**src/hdl/uft_pkg.sv**
```systemverilog
// shared constants for the serial frame transmitter
package uft_pkg;
  // register byte offsets
  localparam logic [7:0] UFT_DATA_OFS = 8'h00;
  localparam logic [7:0] UFT_CTRLB_OFS = 8'h04;
  localparam logic [7:0] UFT_CTRLC_OFS = 8'h08;
  localparam logic [7:0] UFT_STAT_OFS = 8'h0C;
  localparam logic [7:0] UFT_BAUD_OFS = 8'h10;
  // control_reg_b fields
  localparam int B_NINTH = 0;
  localparam int B_EMPTY_IE = 1;
  localparam int B_DONE_IE = 2;
  localparam int B_TX_EN = 3;
  // control_reg_c fields
  localparam int C_CSZ_LO = 0;
  localparam int C_PM_LO = 4;
  localparam int C_STOP2 = 6;
  localparam int C_SYNC = 7;
  localparam int C_SLAVE = 8;
  // status fields
  localparam int S_EMPTY = 0;
  localparam int S_DONE = 1;
  localparam int S_DBL = 2;
  // parity_mode_sel bits
  localparam int PM_EN = 1;
  localparam int PM_ODD = 0;
  // character size codes
  localparam logic [2:0] CSZ_NINE = 3'h7;
  localparam logic [3:0] CSZ_BASE = 4'h5;
  localparam logic [3:0] NINE_BITS = 4'h9;
  localparam logic [8:0] DATA_ALL = 9'h1FF;
  // reset values
  localparam logic [2:0] CSZ_RST = 3'h6;
  localparam logic [11:0] DIV_RST = 12'h000;
  // baud ticks per bit in each clock mode
  localparam logic [4:0] PER_NORMAL = 5'h10;
  localparam logic [4:0] PER_DOUBLE = 5'h08;
  localparam logic [4:0] PER_SYNC = 5'h02;
  // transmit sequencer
  typedef enum logic [4:0] {
    UFT_IDLE = 5'h01,
    UFT_START = 5'h02,
    UFT_DATA = 5'h04,
    UFT_PAR = 5'h08,
    UFT_STOP = 5'h10
  } uft_state_t;
endpackage

```
**src/hdl/uft_bit_clock.sv**
```systemverilog
// bit clock: baud divider, mode prescaler and external clock edges
`timescale 1ns/1ps
module uft_bit_clock #(
  parameter int DIV_W = 12
) (
  input wire logic pclk,
  input wire logic presetn,
  input wire logic [DIV_W-1:0] divisor,
  input wire logic double_speed,
  input wire logic sync_mode,
  input wire logic sync_slave,
  input wire logic restart,
  input wire logic ext_clk_i,
  output logic bit_tick,
  output logic clk_level
);
  typedef struct packed {
    logic [DIV_W-1:0] cnt;
    logic [4:0] pre;
    logic [2:0] ext;
    logic tick;
  } uft_clk_t;

  uft_clk_t q, d;
  logic [4:0] per;

  always_comb begin
    d = q;
    per = sync_mode ? uft_pkg::PER_SYNC :
          double_speed ? uft_pkg::PER_DOUBLE : uft_pkg::PER_NORMAL;
    // ext[0] feeds only ext[1]; edges are found on ext[2:1]
    d.ext = {q.ext[1:0], ext_clk_i};
    d.tick = 1'b0;
    if (q.cnt == '0) begin
      d.cnt = divisor;
    end else begin
      d.cnt = q.cnt - 1'b1;
    end
    if (sync_mode && sync_slave) begin
      d.tick = q.ext[1] & ~q.ext[2];
    end else if (q.cnt == '0) begin
      if (q.pre == per - 5'h01) begin
        d.pre = '0;
        d.tick = 1'b1;
      end else begin
        d.pre = q.pre + 5'h01;
      end
    end
    // frame start re-phases the prescaler; a tick already due in that same cycle still fires
    if (restart) begin
      d.pre = '0;
    end
  end

  always_ff @(posedge pclk or negedge presetn) begin
    if (!presetn) begin
      q <= '0;
    end else begin
      q <= d;
    end
  end

  assign bit_tick = q.tick;
  assign clk_level = q.pre[0];
endmodule

```
**src/hdl/uft_transmitter.sv**
```systemverilog
// serial frame transmitter with apb register file
// Operation
// - all 30 formats: 5..9 data bits, none/even/odd parity, 1/2 stops
// - frame sends start bit then data bits lsb first
// - parity bit sits after last data bit, before first stop
// - start bit driven low, stop bits driven high
// - next frame may follow back to back, else line idles high
// - size, parity mode and stop select fields shape the frame
// - one shared format; changing it mid-frame may corrupt transfers
// - receiver checks only the first stop bit for framing errors
// - even parity is xor of data bits, odd is its inverse
// - transmit enable takes over the serial output pin
// - sync master mode (not slave) with transmit enabled overrides the clock pin
// - data write fills buffer; moves to shifter when idle or after stop
// - shifter sends one frame timed by baud, double speed or ext clock
// - data bits above the character size are ignored
// - size code 7 takes ninth bit from control; software sets it first
// - empty flag set while buffer empty, cleared by write; irq level
// - done flag sets after frame with buffer empty; ack or w1c clears
// - disable waits for shifter and buffer to drain, then frees pin
//
// Design decisions made here: the placing of the registers and register access over APB.
`timescale 1ns/1ps
module uft_transmitter #(
  parameter int ADDR_W = 8,
  parameter int DIV_W = 12
) (
  input wire logic pclk,
  input wire logic presetn,
  input wire logic psel,
  input wire logic penable,
  input wire logic pwrite,
  input wire logic [ADDR_W-1:0] paddr,
  input wire logic [31:0] pwdata,
  output logic [31:0] prdata,
  output logic pready,
  output logic pslverr,
  output logic serial_out_pin_o,
  output logic serial_out_pin_oe,
  input wire logic sync_clock_pin_i,
  output logic sync_clock_pin_o,
  output logic sync_clock_pin_oe,
  output logic tx_empty_irq,
  output logic tx_complete_irq,
  input wire logic tx_complete_ack
);
  typedef struct packed {
    uft_pkg::uft_state_t st;
    logic [8:0] buf_data;
    logic buf_full;
    logic [8:0] sh;
    logic [3:0] cnt;
    logic par;
    logic line;
    logic oe;
    logic xck;
    logic xck_oe;
    logic done;
    logic irq_e;
    logic irq_c;
    logic ninth;
    logic empty_ie;
    logic done_ie;
    logic tx_en;
    logic [2:0] csz;
    logic [1:0] pm;
    logic stop2;
    logic sync;
    logic slave;
    logic dbl;
    logic [DIV_W-1:0] div;
    logic [31:0] rdata;
    logic ready;
    logic err;
  } uft_regs_t;

  uft_regs_t q, d;

  logic bit_tick;
  logic clk_level;
  logic acc;
  logic wr;
  logic rd;
  logic load;
  logic [3:0] nbits;
  logic [8:0] mask;
  logic [7:0] ofs;
  logic mapped;

  uft_bit_clock #(
    .DIV_W(DIV_W)
  ) u_clk (
    .pclk(pclk),
    .presetn(presetn),
    .divisor(q.div),
    .double_speed(q.dbl),
    .sync_mode(q.sync),
    .sync_slave(q.slave),
    .restart(load),
    .ext_clk_i(sync_clock_pin_i),
    .bit_tick(bit_tick),
    .clk_level(clk_level)
  );

  // data width from the size code; codes 4..6 act as eight bits
  function automatic logic [3:0] width_of(input logic [2:0] c);
    if (c == uft_pkg::CSZ_NINE) begin
      return uft_pkg::NINE_BITS;
    end else if (c[2]) begin
      return uft_pkg::NINE_BITS - 4'h1;
    end else begin
      return uft_pkg::CSZ_BASE + {2'b00, c[1:0]};
    end
  endfunction

  always_comb begin
    d = q;
    ofs = '0;
    ofs[ADDR_W-1:0] = paddr;
    acc = psel & penable & q.ready;
    wr = acc & pwrite;
    rd = psel & penable & ~q.ready & ~pwrite;
    nbits = width_of(q.csz);
    mask = uft_pkg::DATA_ALL >> (uft_pkg::NINE_BITS - nbits);
    load = 1'b0;
    mapped = (ofs == uft_pkg::UFT_DATA_OFS) ||
             (ofs == uft_pkg::UFT_CTRLB_OFS) ||
             (ofs == uft_pkg::UFT_CTRLC_OFS) ||
             (ofs == uft_pkg::UFT_STAT_OFS) ||
             (ofs == uft_pkg::UFT_BAUD_OFS);

    // apb: one wait state, then a registered answer
    d.ready = psel & penable & ~q.ready;
    d.err = psel & penable & ~q.ready & ~mapped;
    d.rdata = '0;
    if (rd) begin
      case (ofs)
        uft_pkg::UFT_CTRLB_OFS: begin
          d.rdata[uft_pkg::B_NINTH] = q.ninth;
          d.rdata[uft_pkg::B_EMPTY_IE] = q.empty_ie;
          d.rdata[uft_pkg::B_DONE_IE] = q.done_ie;
          d.rdata[uft_pkg::B_TX_EN] = q.tx_en;
        end
        uft_pkg::UFT_CTRLC_OFS: begin
          d.rdata[uft_pkg::C_CSZ_LO +: 3] = q.csz;
          d.rdata[uft_pkg::C_PM_LO +: 2] = q.pm;
          d.rdata[uft_pkg::C_STOP2] = q.stop2;
          d.rdata[uft_pkg::C_SYNC] = q.sync;
          d.rdata[uft_pkg::C_SLAVE] = q.slave;
        end
        uft_pkg::UFT_STAT_OFS: begin
          d.rdata[uft_pkg::S_EMPTY] = ~q.buf_full;
          d.rdata[uft_pkg::S_DONE] = q.done;
          d.rdata[uft_pkg::S_DBL] = q.dbl;
        end
        uft_pkg::UFT_BAUD_OFS: begin
          d.rdata[DIV_W-1:0] = q.div;
        end
        default: begin
          d.rdata = '0;
        end
      endcase
    end

    // one format set shared with the receive side; live changes
    // take effect at once and may garble a frame in flight
    if (wr) begin
      case (ofs)
        uft_pkg::UFT_CTRLB_OFS: begin
          d.ninth = pwdata[uft_pkg::B_NINTH];
          d.empty_ie = pwdata[uft_pkg::B_EMPTY_IE];
          d.done_ie = pwdata[uft_pkg::B_DONE_IE];
          d.tx_en = pwdata[uft_pkg::B_TX_EN];
        end
        uft_pkg::UFT_CTRLC_OFS: begin
          d.csz = pwdata[uft_pkg::C_CSZ_LO +: 3];
          d.pm = pwdata[uft_pkg::C_PM_LO +: 2];
          d.stop2 = pwdata[uft_pkg::C_STOP2];
          d.sync = pwdata[uft_pkg::C_SYNC];
          d.slave = pwdata[uft_pkg::C_SLAVE];
        end
        uft_pkg::UFT_STAT_OFS: begin
          d.dbl = pwdata[uft_pkg::S_DBL];
          if (pwdata[uft_pkg::S_DONE]) begin
            d.done = 1'b0;
          end
        end
        uft_pkg::UFT_BAUD_OFS: begin
          d.div = pwdata[DIV_W-1:0];
        end
        default: begin
          d.div = q.div;
        end
      endcase
    end
    if (tx_complete_ack) begin
      d.done = 1'b0;
    end

    // frame sequencer
    case (q.st)
      uft_pkg::UFT_IDLE: begin
        d.line = 1'b1;
        if (q.buf_full && q.tx_en) begin
          load = 1'b1;
        end
      end
      uft_pkg::UFT_START: begin
        if (bit_tick) begin
          d.line = q.sh[0];
          d.sh = {1'b0, q.sh[8:1]};
          d.cnt = 4'h1;
          d.st = uft_pkg::UFT_DATA;
        end
      end
      uft_pkg::UFT_DATA: begin
        if (bit_tick) begin
          if (q.cnt >= nbits) begin
            if (q.pm[uft_pkg::PM_EN]) begin
              d.line = q.par;
              d.st = uft_pkg::UFT_PAR;
            end else begin
              d.line = 1'b1;
              d.st = uft_pkg::UFT_STOP;
            end
            d.cnt = '0;
          end else begin
            d.line = q.sh[0];
            d.sh = {1'b0, q.sh[8:1]};
            d.cnt = q.cnt + 4'h1;
          end
        end
      end
      uft_pkg::UFT_PAR: begin
        if (bit_tick) begin
          d.line = 1'b1;
          d.st = uft_pkg::UFT_STOP;
        end
      end
      uft_pkg::UFT_STOP: begin
        d.line = 1'b1;
        if (bit_tick) begin
          // both stops are high so a far end that checks only the
          // first one sees a clean frame either way
          if (q.stop2 && q.cnt == '0) begin
            d.cnt = 4'h1;
          end else if (q.buf_full) begin
            load = 1'b1;
          end else begin
            d.st = uft_pkg::UFT_IDLE;
            d.done = 1'b1;
          end
        end
      end
      default: begin
        d.st = uft_pkg::UFT_IDLE;
      end
    endcase

    if (load) begin
      d.sh = q.buf_data & mask;
      // xor of the sent bits, inverted for odd parity
      d.par = ^(q.buf_data & mask) ^ q.pm[uft_pkg::PM_ODD];
      d.buf_full = 1'b0;
      d.line = 1'b0;
      d.cnt = '0;
      d.st = uft_pkg::UFT_START;
    end
    // a write landing as the shifter empties the buffer still counts
    if (wr && ofs == uft_pkg::UFT_DATA_OFS) begin
      d.buf_data = {q.ninth, pwdata[7:0]};
      d.buf_full = 1'b1;
    end

    // pin stays claimed until shifter and buffer are drained
    d.oe = q.tx_en || d.st != uft_pkg::UFT_IDLE || d.buf_full;
    if (!d.oe) begin
      d.line = 1'b1;
    end
    d.xck_oe = q.tx_en & q.sync & ~q.slave;
    d.xck = clk_level & d.xck_oe;
    d.irq_e = ~d.buf_full & q.empty_ie;
    d.irq_c = d.done & q.done_ie;
  end

  always_ff @(posedge pclk or negedge presetn) begin
    if (!presetn) begin
      q <= '0;
      q.st <= uft_pkg::UFT_IDLE;
      q.line <= 1'b1;
      q.csz <= uft_pkg::CSZ_RST;
      q.div <= uft_pkg::DIV_RST;
    end else begin
      q <= d;
    end
  end

  assign prdata = q.rdata;
  assign pready = q.ready;
  assign pslverr = q.err;
  assign serial_out_pin_o = q.line;
  assign serial_out_pin_oe = q.oe;
  assign sync_clock_pin_o = q.xck;
  assign sync_clock_pin_oe = q.xck_oe;
  assign tx_empty_irq = q.irq_e;
  assign tx_complete_irq = q.irq_c;

  logic data_wr;
  assign data_wr = wr && ofs == uft_pkg::UFT_DATA_OFS;
endmodule

```
**config.mk**
```make
export PLATFORM = sky130hd
export DESIGN_NAME = uft_transmitter
export DESIGN_NICKNAME = d
export VERILOG_FILES = /design/src/hdl/uft_pkg.sv /design/src/hdl/uft_bit_clock.sv /design/src/hdl/uft_transmitter.sv
export SDC_FILE = /design/constraint.sdc
export NUM_CORES = 1
export LEC_CHECK = 0
export ABC_CLOCK_PERIOD_IN_PS = 3200
export BUFFER_PORTS_ARGS = -buffer_cell sky130_fd_sc_hd__buf_2
export CAP_MARGIN = 30
export CELL_PAD_IN_SITES_DETAIL_PLACEMENT = 1
export CELL_PAD_IN_SITES_GLOBAL_PLACEMENT = 2
export CORE_ASPECT_RATIO = 0.7
export CORE_MARGIN = 4
export CORE_UTILIZATION = 37
export CTS_BUF_LIST = sky130_fd_sc_hd__clkbuf_8
export DETAILED_ROUTE_END_ITERATION = 16
export PLACE_DENSITY = 0.8
export SKIP_LAST_GASP = 1
export SLEW_MARGIN = 15
export SYNTH_ARGS = -nofsm -noshare
export SYNTH_HDL_FRONTEND = slang
export SYNTH_HIERARCHICAL = 1
export SYNTH_SLANG_ARGS = --single-unit
```
**constraint.sdc**
```tcl
create_clock -name pclk -period 3.2 [get_ports pclk]
set_input_delay 0.64 -clock pclk [delete_from_list [all_inputs] [get_ports pclk]]
set_output_delay 0.64 -clock pclk [all_outputs]
set_load 0.1 [all_outputs]
```
* After elaboration in Yosys (flattened, before gate mapping)
Index checks and enable logic that the tools add are counted.
Storage, ports and cells: output and inout bits 40, bits of input ports 47, word-level logic and storage cells 165, register bits after elaboration 116
Cells by class: shift-type cells 1, equality and inequality tests 22, bitwise operators 21, magnitude comparators 1, add/subtract/negate cells 6, multiplexer cells 57, reductions and logical operators 26
Operator list (count):
- 5-bit two-way mux | 15
- 13-bit two-way mux | 2
- 5-bit case mux with 5 select lines | 1
- 12-bit two-way mux | 2
- 1-bit two-way mux | 22
- 4-bit two-way mux | 5
- 9-bit case mux with 2 select lines | 1
- 8-bit by 4-bit equality test with 1-bit output, second input constant | 2
- 16-bit two-way mux | 1
- 1-bit AND | 12
- 12-bit logical NOT | 1
- 4-bit by 3-bit != test with 1-bit output, second input constant | 3
- 3-bit case mux with 4 select lines | 1
- 4-bit case mux with 3 select lines | 1
- 12-bit by 1-bit subtractor with 12-bit output, second input constant | 1
- 5-bit case mux with 2 select lines | 1
- 2-bit AND reduction | 5
- 9-bit AND | 1
- 9-bit two-way mux | 1
- 3-bit by 2-bit != test with 1-bit output, second input constant | 3
- 9-bit parity | 1
- 9-bit by 4-bit >> shifter with 9-bit output, first input constant | 1
- 8-bit by 3-bit equality test with 1-bit output, second input constant | 1
- 8-bit by 5-bit equality test with 1-bit output, second input constant | 1
- other kinds (32) | 49

* Longest topological paths before layout
Gate-level depths: netlist of run 1.
word-level depth 13, depth in mapped cells 11, gate-level depth less buffers 10

* Cells and area by module
Netlist of run 1, hierarchy kept.
By module, submodules not included:
- uft_transmitter | cells an instance 393, sequential area each 1881.8 um2, times used 1, area each 4170.2 um2
- uft_bit_clock | cells an instance 117, sequential area each 525.5 um2, times used 1, area each 1153.6 um2

* Worst setup path after synthesis of run 1
OpenSTA, ideal clock, no wires.
path kind reg2reg, start register q[52] (netlist name), end register q[66] (netlist name), required time 3.105 ns, library setup time 0.095 ns, cell stages (with the launch flop) 11, path slack 0.516 ns, buffers on the path 1, data arrival time 2.588 ns, period minus slack after synthesis 2.684 ns, cells stage by stage dfrtp_1 ha_1 or2_2 ha_1 clkbuf_1 or3b_2 a22o_1 a21oi_1 xnor2_1 and3_1 o31ai_1
On the way: cells in the longest elaborated chain, start to end 8, elaborated cells on any way between the ends 9, those cells by class add/sub (2); eq/ne (1); shift (1); mux (2); bitwise (2); reduce/logical (1)
Ends and longest elaborated chain:
- start: declaration | line uft_transmitter.sv:77 | uft_regs_t q, d;
- 3-bit by 2-bit adder with 4-bit output | line uft_transmitter.sv:112 | return uft_pkg::CSZ_BASE + {2'b00, c[1:0]};
- 4-bit two-way mux | line uft_transmitter.sv:109 | end else if (c[2]) begin
- 4-bit two-way mux * | line uft_transmitter.sv:107 | if (c == uft_pkg::CSZ_NINE) begin
- 4-bit subtractor * | line uft_transmitter.sv:124 | mask = uft_pkg::DATA_ALL >> (uft_pkg::NINE_BITS - nbits);
- 9-bit by 4-bit >> shifter with 9-bit output * | line uft_transmitter.sv:124
- 9-bit AND * | line uft_transmitter.sv:263 | d.par = ^(q.buf_data & mask) ^ q.pm[uft_pkg::PM_ODD];
- 9-bit parity * | line uft_transmitter.sv:263
- 1-bit bitwise XOR * | line uft_transmitter.sv:263
Every way passes the cells marked *; elsewhere a longest branch is shown, timed or not. A chain may end at the register's enable or synchronous reset.

* Final worst setup path of run 1
Ends and elaborated chain as after synthesis.

==> results of run 1 <==
## sequential cells by signal (all words and copies together) (netlist names)
name,cells
serial_out_pin_o,1
sync_clock_pin_o,1
serial_out_pin_oe,1
prdata,12
u_clk/clk_level,1
tx_complete_irq,1
u_clk/d,2
sync_clock_pin_oe,1
pslverr,1
q,55
tx_empty_irq,1
u_clk/bit_tick,1
pready,1
u_clk/q,17
## cell usage after synthesis, types with 4 or more instances
cell type  count
nand2b_1       7
xnor2_1        6
mux2_2        34
o21ai_1       11
clkbuf_1       6
a21oi_1       14
xor2_1         6
a22o_1         4
nand3_1       17
nor2b_1        6
nor2_1        45
a221oi_2       8
nand4b_1       4
nand2_1       30
dfstp_2        4
o21ai_0       22
a22oi_1        5
ha_1          15
nand3b_1       7
and3_1         9
mux2i_1        4
nor3_1         8
inv_1         29
dfrtp_1       92
buf_4         36
nand4_1        5
## layout make-up
type                    instances  area [sq um]  area share
inverters                      30           118      0.0203
multi-input cells             355          2540       0.438
flip-flops and latches         96          2410       0.416
well taps                     190           238      0.0411
repair buffers                 52           290      0.0501
clock buffers                   9           124      0.0214
clock inverters                 7          76.3      0.0132
## power by group through the flow
| stage | sequential, mW | clock [mW] | combinational, mW |
|---|---|---|---|
| floorplan | 1.46 | 0 | 0.418 |
| global placement | 1.47 | 0 | 0.526 |
| detailed placement | 1.48 | 0 | 0.550 |
| CTS | 1.46 | 0.861 | 0.553 |
| global route | 1.48 | 0.912 | 0.598 |
| finish | 1.46 | 0.831 | 0.548 |
## worst paths after layout
path	startpoint	slack, ns	cells after the start	to
max	q[52]$_DFFE_PN0P_	0.31	9	q[66]$_DFFE_PN0P_
min	presetn	0.25	1	q[75]$_DFFE_PN0P_
max reg2reg	q[52]$_DFFE_PN0P_	0.31	9	q[66]$_DFFE_PN0P_
min reg2reg	u_clk/d[2]$_DFF_PN0_	0.37	0	u_clk/d[3]$_DFF_PN0_
max in group asynchronous	presetn	2.23	2	q[53]$_DFFE_PN1P_
min in group pclk	u_clk/d[2]$_DFF_PN0_	0.37	0	u_clk/d[3]$_DFF_PN0_
## critical path, delay by kind of cell (launching register included)
family,cells,cell delay [ns]
AO/OA/AOI/OAI,4,0.63
adder cells (fa/ha/maj),2,0.67
flip-flops,1,0.50
AND/OR/NAND/NOR,2,0.83
XOR/XNOR,1,0.15
## cell families after synthesis
kind of cell,synth area share
xor gates and xnor gates,0.0240
AOI/OAI and AO/OA,0.139
and+or+nand+nor,0.184
muxes,0.0794
buffers and inverters,0.0848
other,0.000704
DFF,0.452
adders and majority gates,0.0353
## per-layer routing
layer,vias to the layer above,part of all wire,GRT usage
met1,1909,0.54,0.264
met4,0,0.0071,0.0310
met5,-,0,0
li1,1842,-,-
met2,72,0.41,0.232
met3,11,0.051,0.0348
==> impl_metrics.toml, run 1 <==
[setup_path]
path_max_fanout = 11
crit_arrival_ns = 3.17
crit_path_end_kind = "flop"
worst-setup-path-type = "flop to flop"
start_kind = "flop"
worstPathCellList = "ha_1, or2_2, ha_1, or3b_2, a22o_1, a21oi_1, xnor2_1, a21oi_1, o31ai_1"
slowest_stage = "dfrtp_1"
crit_required_ns = 3.48
max_stage_delay_ns = 0.50

[cts]
cts_buffers = 9
clkTransAtPathRegs_ns = 0.10
clock_path_buffers = 2
cts_root_buffer = "clkbuf_8"
htree_levels = 3
cts_tree = "yes"
postCtsHoldBufs = 0
clock_latency_ns = 0.38
cts_resized = 0
clkSinkCount = 96
post_cts_buffers = 0

[die]
die_y_um = 108
fp.dieArea_sq_um = 16400
initial_utilization = 0.380
io_pins = 87
placementRows = 36
coreArea_sq_um = 14000
die_w_um = 151

[placed_design]
placed_area_sq_um = 5590
dp.cells = 723
hpwl_um = 10200
dp_slack_ns = 0.351
gp_congestion = 0.788
port_buffers = 46

[global_route]
antenna_found_initial = 0
grt-ovfl-total = 0
grt_pass1_wl_um = 21200
grt_start_max_net_pins = 55
grt_pass1_vias = 3886
grt.total_usage = 0.166

[logic_synthesis]
synth-edff-count = 0
synth_largest_area_cell = "dfrtp_1"
async_flop_share = 1.00
yosysTopAreaCellShare = 0.432
ys_warn_count = 6
synth_seq_cells = 96
netlist_instances = 510
ys_top_cells_by_area = "dfrtp_1, mux2_2, buf_4, ha_1, nor2_1"
syn_area_sq_um = 5320
ys_types = 74
syn_area_per_cell_sq_um = 10.4
ys.flop_type = "dfrtp_1"
seq_area_frac_synth = 0.452

[pwr]
pwr-share-comb = 0.193
power_mw = 2.84
switching_share = 0.337
p_per_area_nw_per_um2 = 490
leakagePower_nw = 2.67
seqPwrFrac = 0.514
intPower_mw = 1.88
power.switching_uw = 955
clkPwrFrac = 0.293
max-vdd-ir-drop_uv = 259

[timing]
hold_ws_ns = 0.254
fin_crit_ns = 2.89
rsz0062_at_grt = "false"
slew_viol_final = 0
finalSetupTns_ns = 0
setup_ws_ns = 0.314
setup_viol = 0
fin_skew_ns = 0.0156
hold_viol = 0
slew_headroom = 0.576
max_freq_mhz = 347
period_share = 0.902
tightest_slew_ns = 0.629

[outcome]
outcome = "finished clean"

[min_path]
hp-class = "primary input to asynchronous set/reset pin"

[final_layout]
fin_area_sq_um = 5790
stdcell_count = 739
final_cell_mix = "dfrtp_1, nor2_1, buf_2"
area_delta_synth_final_pct = 8.74
layout_commonest_cell = "dfrtp_1"
antennaDiodeCount = 0
drive_above_1_share = 0.244
final_util = 0.413
fillCellCount = 1585
final_nets = 606

[routing]
first_pass_iters = 4
route.detailed.drc = 0
drt_iter0_drc = 157
wire_per_inst_um = 17.9
ant_nets = 0
via_per_inst = 5.19
wl_um = 13200
num_vias = 3834

[job]
drv_cap = 0
Power figures use the tool's default switching activity.
==> inputs of run 2 (changes only) <==
- PLACE_DENSITY: 0.8 -> 0.87
==> run 2 against run 1 <==
  * Final cell count unchanged
  * First-iteration DRC count rose by 34%
  * Die area did not move
  * Utilization decreased by 0.072 points
  * Register-to-register slack about the same
  * Critical path depth unchanged
  * Setup slack lost 0.0098 ns
  * Fmax down 0.34%
  * Combinational power barely moved
  * Non-clock buffer count unchanged
  * Highest routed layer unchanged
  * Critical endpoint unchanged
==> impl_metrics.toml, run 2 (synthesis results as in run 1) <==
[global_route]
grt-ovfl-total = 0
grt_start_max_net_pins = 55
grt.total_usage = 0.169
antenna_found_initial = 0
grt_pass1_vias = 4113
grt_pass1_wl_um = 21600

[timing]
period_share = 0.905
hold_viol = 0
tightest_slew_ns = 0.670
rsz0062_at_grt = "false"
slew_viol_final = 0
finalSetupTns_ns = 0
max_freq_mhz = 345
fin_skew_ns = 0.0122
setup_viol = 0
slew_headroom = 0.549
fin_crit_ns = 2.90

[cts]
clkTransAtPathRegs_ns = 0.10
cts_root_buffer = "clkbuf_8"
clock_path_buffers = 2
postCtsHoldBufs = 0
post_cts_buffers = 0
cts_resized = 0
cts_buffers = 9
htree_levels = 3
clock_latency_ns = 0.36
cts_tree = "yes"
clkSinkCount = 96

[final_layout]
final_nets = 606
top_register = "q"
antennaDiodeCount = 0
drive_above_1_share = 0.240
final_cell_mix = "dfrtp_1, nor2_1, buf_2"
layout_commonest_cell = "dfrtp_1"
largest_reg_flops = 55
fillCellCount = 1589
area_delta_synth_final_pct = 8.55

[routing]
first_pass_iters = 4
wire_per_inst_um = 17.8
route.detailed.drc = 0
ant_nets = 0
via_per_inst = 5.27
drt_iter0_drc = 211
num_vias = 3897
wl_um = 13200

[outcome]
outcome = "finished clean"

[pwr]
p_per_area_nw_per_um2 = 484
clkPwrFrac = 0.282
leakagePower_nw = 2.67
seqPwrFrac = 0.522
intPower_mw = 1.87
power.switching_uw = 930
pwr-share-comb = 0.196
power_mw = 2.80
switching_share = 0.333
max-vdd-ir-drop_uv = 243

[min_path]
hp-class = "primary input to asynchronous set/reset pin"

[setup_path]
start_kind = "flop"
crit_path_end_kind = "flop"
worst-setup-path-type = "flop to flop"
crit_required_ns = 3.47
crit_arrival_ns = 3.17
path_max_fanout = 11

[placed_design]
gp_congestion = 0.812
port_buffers = 46
hpwl_um = 10100

[die]
initial_utilization = 0.380
io_pins = 87
die_w_um = 151
fp.dieArea_sq_um = 16400
placementRows = 36
die_y_um = 108
coreArea_sq_um = 14000

[job]
drv_cap = 0
-- run 2: cell count changes in the layout (fill, tap and decap cells not counted) --
cell	previous run	this run
inv_1	29	31
clkinvlp_4	1	2
clkinv_4	1	2
inv_8	1	0
inv_6	2	0
clkinv_2	2	1
-- run 2: layout make-up --
class                           count  area (sq um)  share of cell area
Multi-Input combinational cell    355          2540               0.439
Sequential cell                    96          2410               0.417
Timing Repair Buffer               52           290              0.0502
Tap cell                          190           238              0.0411
Clock buffer                        9           124              0.0214
Inverter                           30           118              0.0204
Clock inverter                      7          66.3              0.0115
-- run 2: worst paths after layout --
path                                 startpoint                   end  slack [ns]  depth (start not counted)
hold / removal                          presetn     q[48]$_DFFE_PN0P_        0.27                          1
setup reg to reg              q[52]$_DFFE_PN0P_     q[66]$_DFFE_PN0P_        0.30                          9
setup / recovery              q[52]$_DFFE_PN0P_     q[66]$_DFFE_PN0P_        0.30                          9
hold reg to reg            u_clk/d[2]$_DFF_PN0_  u_clk/d[3]$_DFF_PN0_        0.37                          0
max in group asynchronous               presetn       q[90]$_DFF_PN1_        2.20                          2
min in group pclk          u_clk/d[2]$_DFF_PN0_  u_clk/d[3]$_DFF_PN0_        0.37                          0
-- run 2: critical path, cell delays in order (launching register included) --
cell and delay [ns]:
dfrtp_1 0.49, ha_1 0.24, or2_2 0.34, ha_1 0.43
or3b_2 0.50, a22o_1 0.19, a21oi_1 0.17, xnor2_1 0.12
and3_1 0.16, o31ai_1 0.17
-- run 2: power by group through the flow --
| stage | combinational (mW) | sequential (mW) | clock (mW) |
|---|---|---|---|
| global route | 0.609 | 1.48 | 0.864 |
| floorplan | 0.418 | 1.46 | 0 |
| detailed placement | 0.544 | 1.48 | 0 |
| CTS | 0.550 | 1.46 | 0.813 |
| global placement | 0.525 | 1.47 | 0 |
| finish | 0.547 | 1.46 | 0.788 |
-- run 2: layer usage --
layer	share of wire	global-route usage
met5	0	0
met2	0.43	0.248
met4	0.0079	0.0427
met1	0.52	0.254
met3	0.048	0.0348
-- run 2: stage by stage --
stage,cells,setup WS [ns],hold slack [ns],cell area [sq um],utilization
finish,739,0.304,0.272,5780,0.413
global route,739,0.0381,0.289,5780,0.413
CTS,739,0.309,0.275,5780,0.413
detailed placement,723,0.339,0.356,5590,0.399
global placement,723,0.391,0.336,5590,0.399
floorplan,529,0.516,0.331,5400,-
==> inputs of run 3 (changes only) <==
- GPL_TIMING_DRIVEN: unset -> 0
==> run 3 against run 2 <==
  * Register-to-register slack lost 0.10 ns
  * Power rose by 6.4%
  * First-iteration DRC count is 7.1% higher
  * Non-clock buffer count increased by 42
  * Clock power up 19%
  * Final cell count grew 5.7%
  * Sequential power hardly changed
  * Largest power group unchanged
==> impl_metrics.toml, run 3 (synthesis results as in run 1) <==
[timing]
slew_viol_final = 0
slew_headroom = 0.525
fin_skew_ns = 0.0111
hold_viol = 0
rsz0062_at_grt = "false"
finalSetupTns_ns = 0
tightest_slew_ns = 0.704
fin_crit_ns = 3.00
period_share = 0.936
setup_viol = 0
hold_ws_ns = 0.0883
max_freq_mhz = 334

[setup_path]
crit_cells = 10
max_stage_delay_ns = 0.50
worst-setup-path-type = "flop to flop"
crit_path_end_kind = "flop"
crit_required_ns = 3.47
path_max_fanout = 10
critPathCapture = "q[66]$_DFFE_PN0P_"
reg2reg_to = "q[66]$_DFFE_PN0P_"
path_common_cell = "ha_1"
slowest_stage = "or3b_2"
worst_r2r_path_depth = 10
start_kind = "flop"
reg2reg_setup_slack_ns = 0.20
worstPathCellList = "ha_1, or2_2, ha_1, clkbuf_1, or3b_2, a22o_1, a21oi_1, xnor2_1, and3_1, o31ai_1"
cp-startpoint = "q[52]$_DFFE_PN0P_"
crit_arrival_ns = 3.27
critical-path-top-delay-family = "simple AND/OR/NAND/NOR gates"
r2r_start = "q[52]$_DFFE_PN0P_"
cp_num_buf_inv = 1

[die]
die_y_um = 108
placementRows = 36
initial_utilization = 0.380
coreArea_sq_um = 14000
io_pins = 87
fp.dieArea_sq_um = 16400
die_w_um = 151

[placed_design]
port_buffers = 46
gp_congestion = 0.827
placed_area_sq_um = 5900
dp.cells = 766
hpwl_um = 10300

[cts]
clkTransAtPathRegs_ns = 0.09
post_cts_buffers = 0
cts_root_buffer = "clkbuf_8"
clock_path_buffers = 2
clkSinkCount = 96
htree_levels = 3
cts_tree = "yes"
cts_buffers = 9
clock_latency_ns = 0.36

[global_route]
grt_start_max_net_pins = 84
grt-ovfl-total = 0
grt_pass1_vias = 4177
grt_pass1_wl_um = 22200
antenna_found_initial = 0
grt.total_usage = 0.174

[final_layout]
final_nets = 648
fin_area_sq_um = 6130
layout_commonest_cell = "dfrtp_1"
final_cell_mix = "dfrtp_1, buf_2, nor2_1"
drive_above_1_share = 0.289
antennaDiodeCount = 0
top_register = "q"
area_delta_synth_final_pct = 15.2
largest_reg_flops = 55
stdcell_count = 781

[pwr]
power_mw = 2.98
leakagePower_nw = 2.90
p_per_area_nw_per_um2 = 485
max-vdd-ir-drop_uv = 227

[min_path]
hp-class = "primary input to asynchronous set/reset pin"

[routing]
drt_iter0_drc = 226
wire_per_inst_um = 17.4
ant_nets = 0
wl_um = 13600
num_vias = 4037
route.detailed.drc = 0
first_pass_iters = 4
via_per_inst = 5.17

[job]
drv_cap = 0

[outcome]
outcome = "finished clean"
## run 3: worst min-delay path by stage
stage / start / to / slack, ns
3_3_place_gp: u_clk/d[2]$_DFF_PN0_ / u_clk/d[3]$_DFF_PN0_ / 0.34
6_report: presetn / q[75]$_DFFE_PN0P_ / 0.09
4_1_cts: presetn / q[74]$_DFFE_PN0P_ / 0.08
2_1_floorplan: u_clk/d[2]$_DFF_PN0_ / u_clk/d[3]$_DFF_PN0_ / 0.33
5_1_grt: presetn / q[75]$_DFFE_PN0P_ / 0.07
3_5_place_dp: u_clk/d[2]$_DFF_PN0_ / u_clk/d[3]$_DFF_PN0_ / 0.34
## run 3: final cells by class
type	count	area, sq um
multi-input cells	355	2540
clock inverters	4	73.8
clock buffers	12	165
flip-flops and latches	96	2410
plain buffers	47	330
fillers	1596	7880
well taps	190	238
inverters	30	118
repair buffers	47	264
## run 3: repair_timing
item | CTS | global route
hold buffers | 0 | 0
resized for setup | 0 | 1
endpoints found under the setup margin | 0 | 1
## run 3: per-layer routing
metal | share of wire | global-route usage | vias to the layer above
met1 | 0.52 | 0.265 | 2028
met3 | 0.050 | 0.0335 | 7
met5 | 0 | 0 | -
met4 | 0.0076 | 0.0330 | 0
met2 | 0.42 | 0.258 | 88
li1 | - | - | 1914
## run 3: stage by stage
step,util,setup slack [ns]
detailed placement,0.421,0.185
floorplan,-,0.516
finish,0.438,0.204
global placement,0.419,0.240
CTS,0.438,0.134
global route,0.438,0.00208
## run 3: report_power, final
part	internal, mW	switching [mW]	total (mW)
clock	0.506	0.431	0.937
combinational	0.212	0.366	0.578
sequential	1.32	0.141	1.46
total	2.04	0.938	2.98
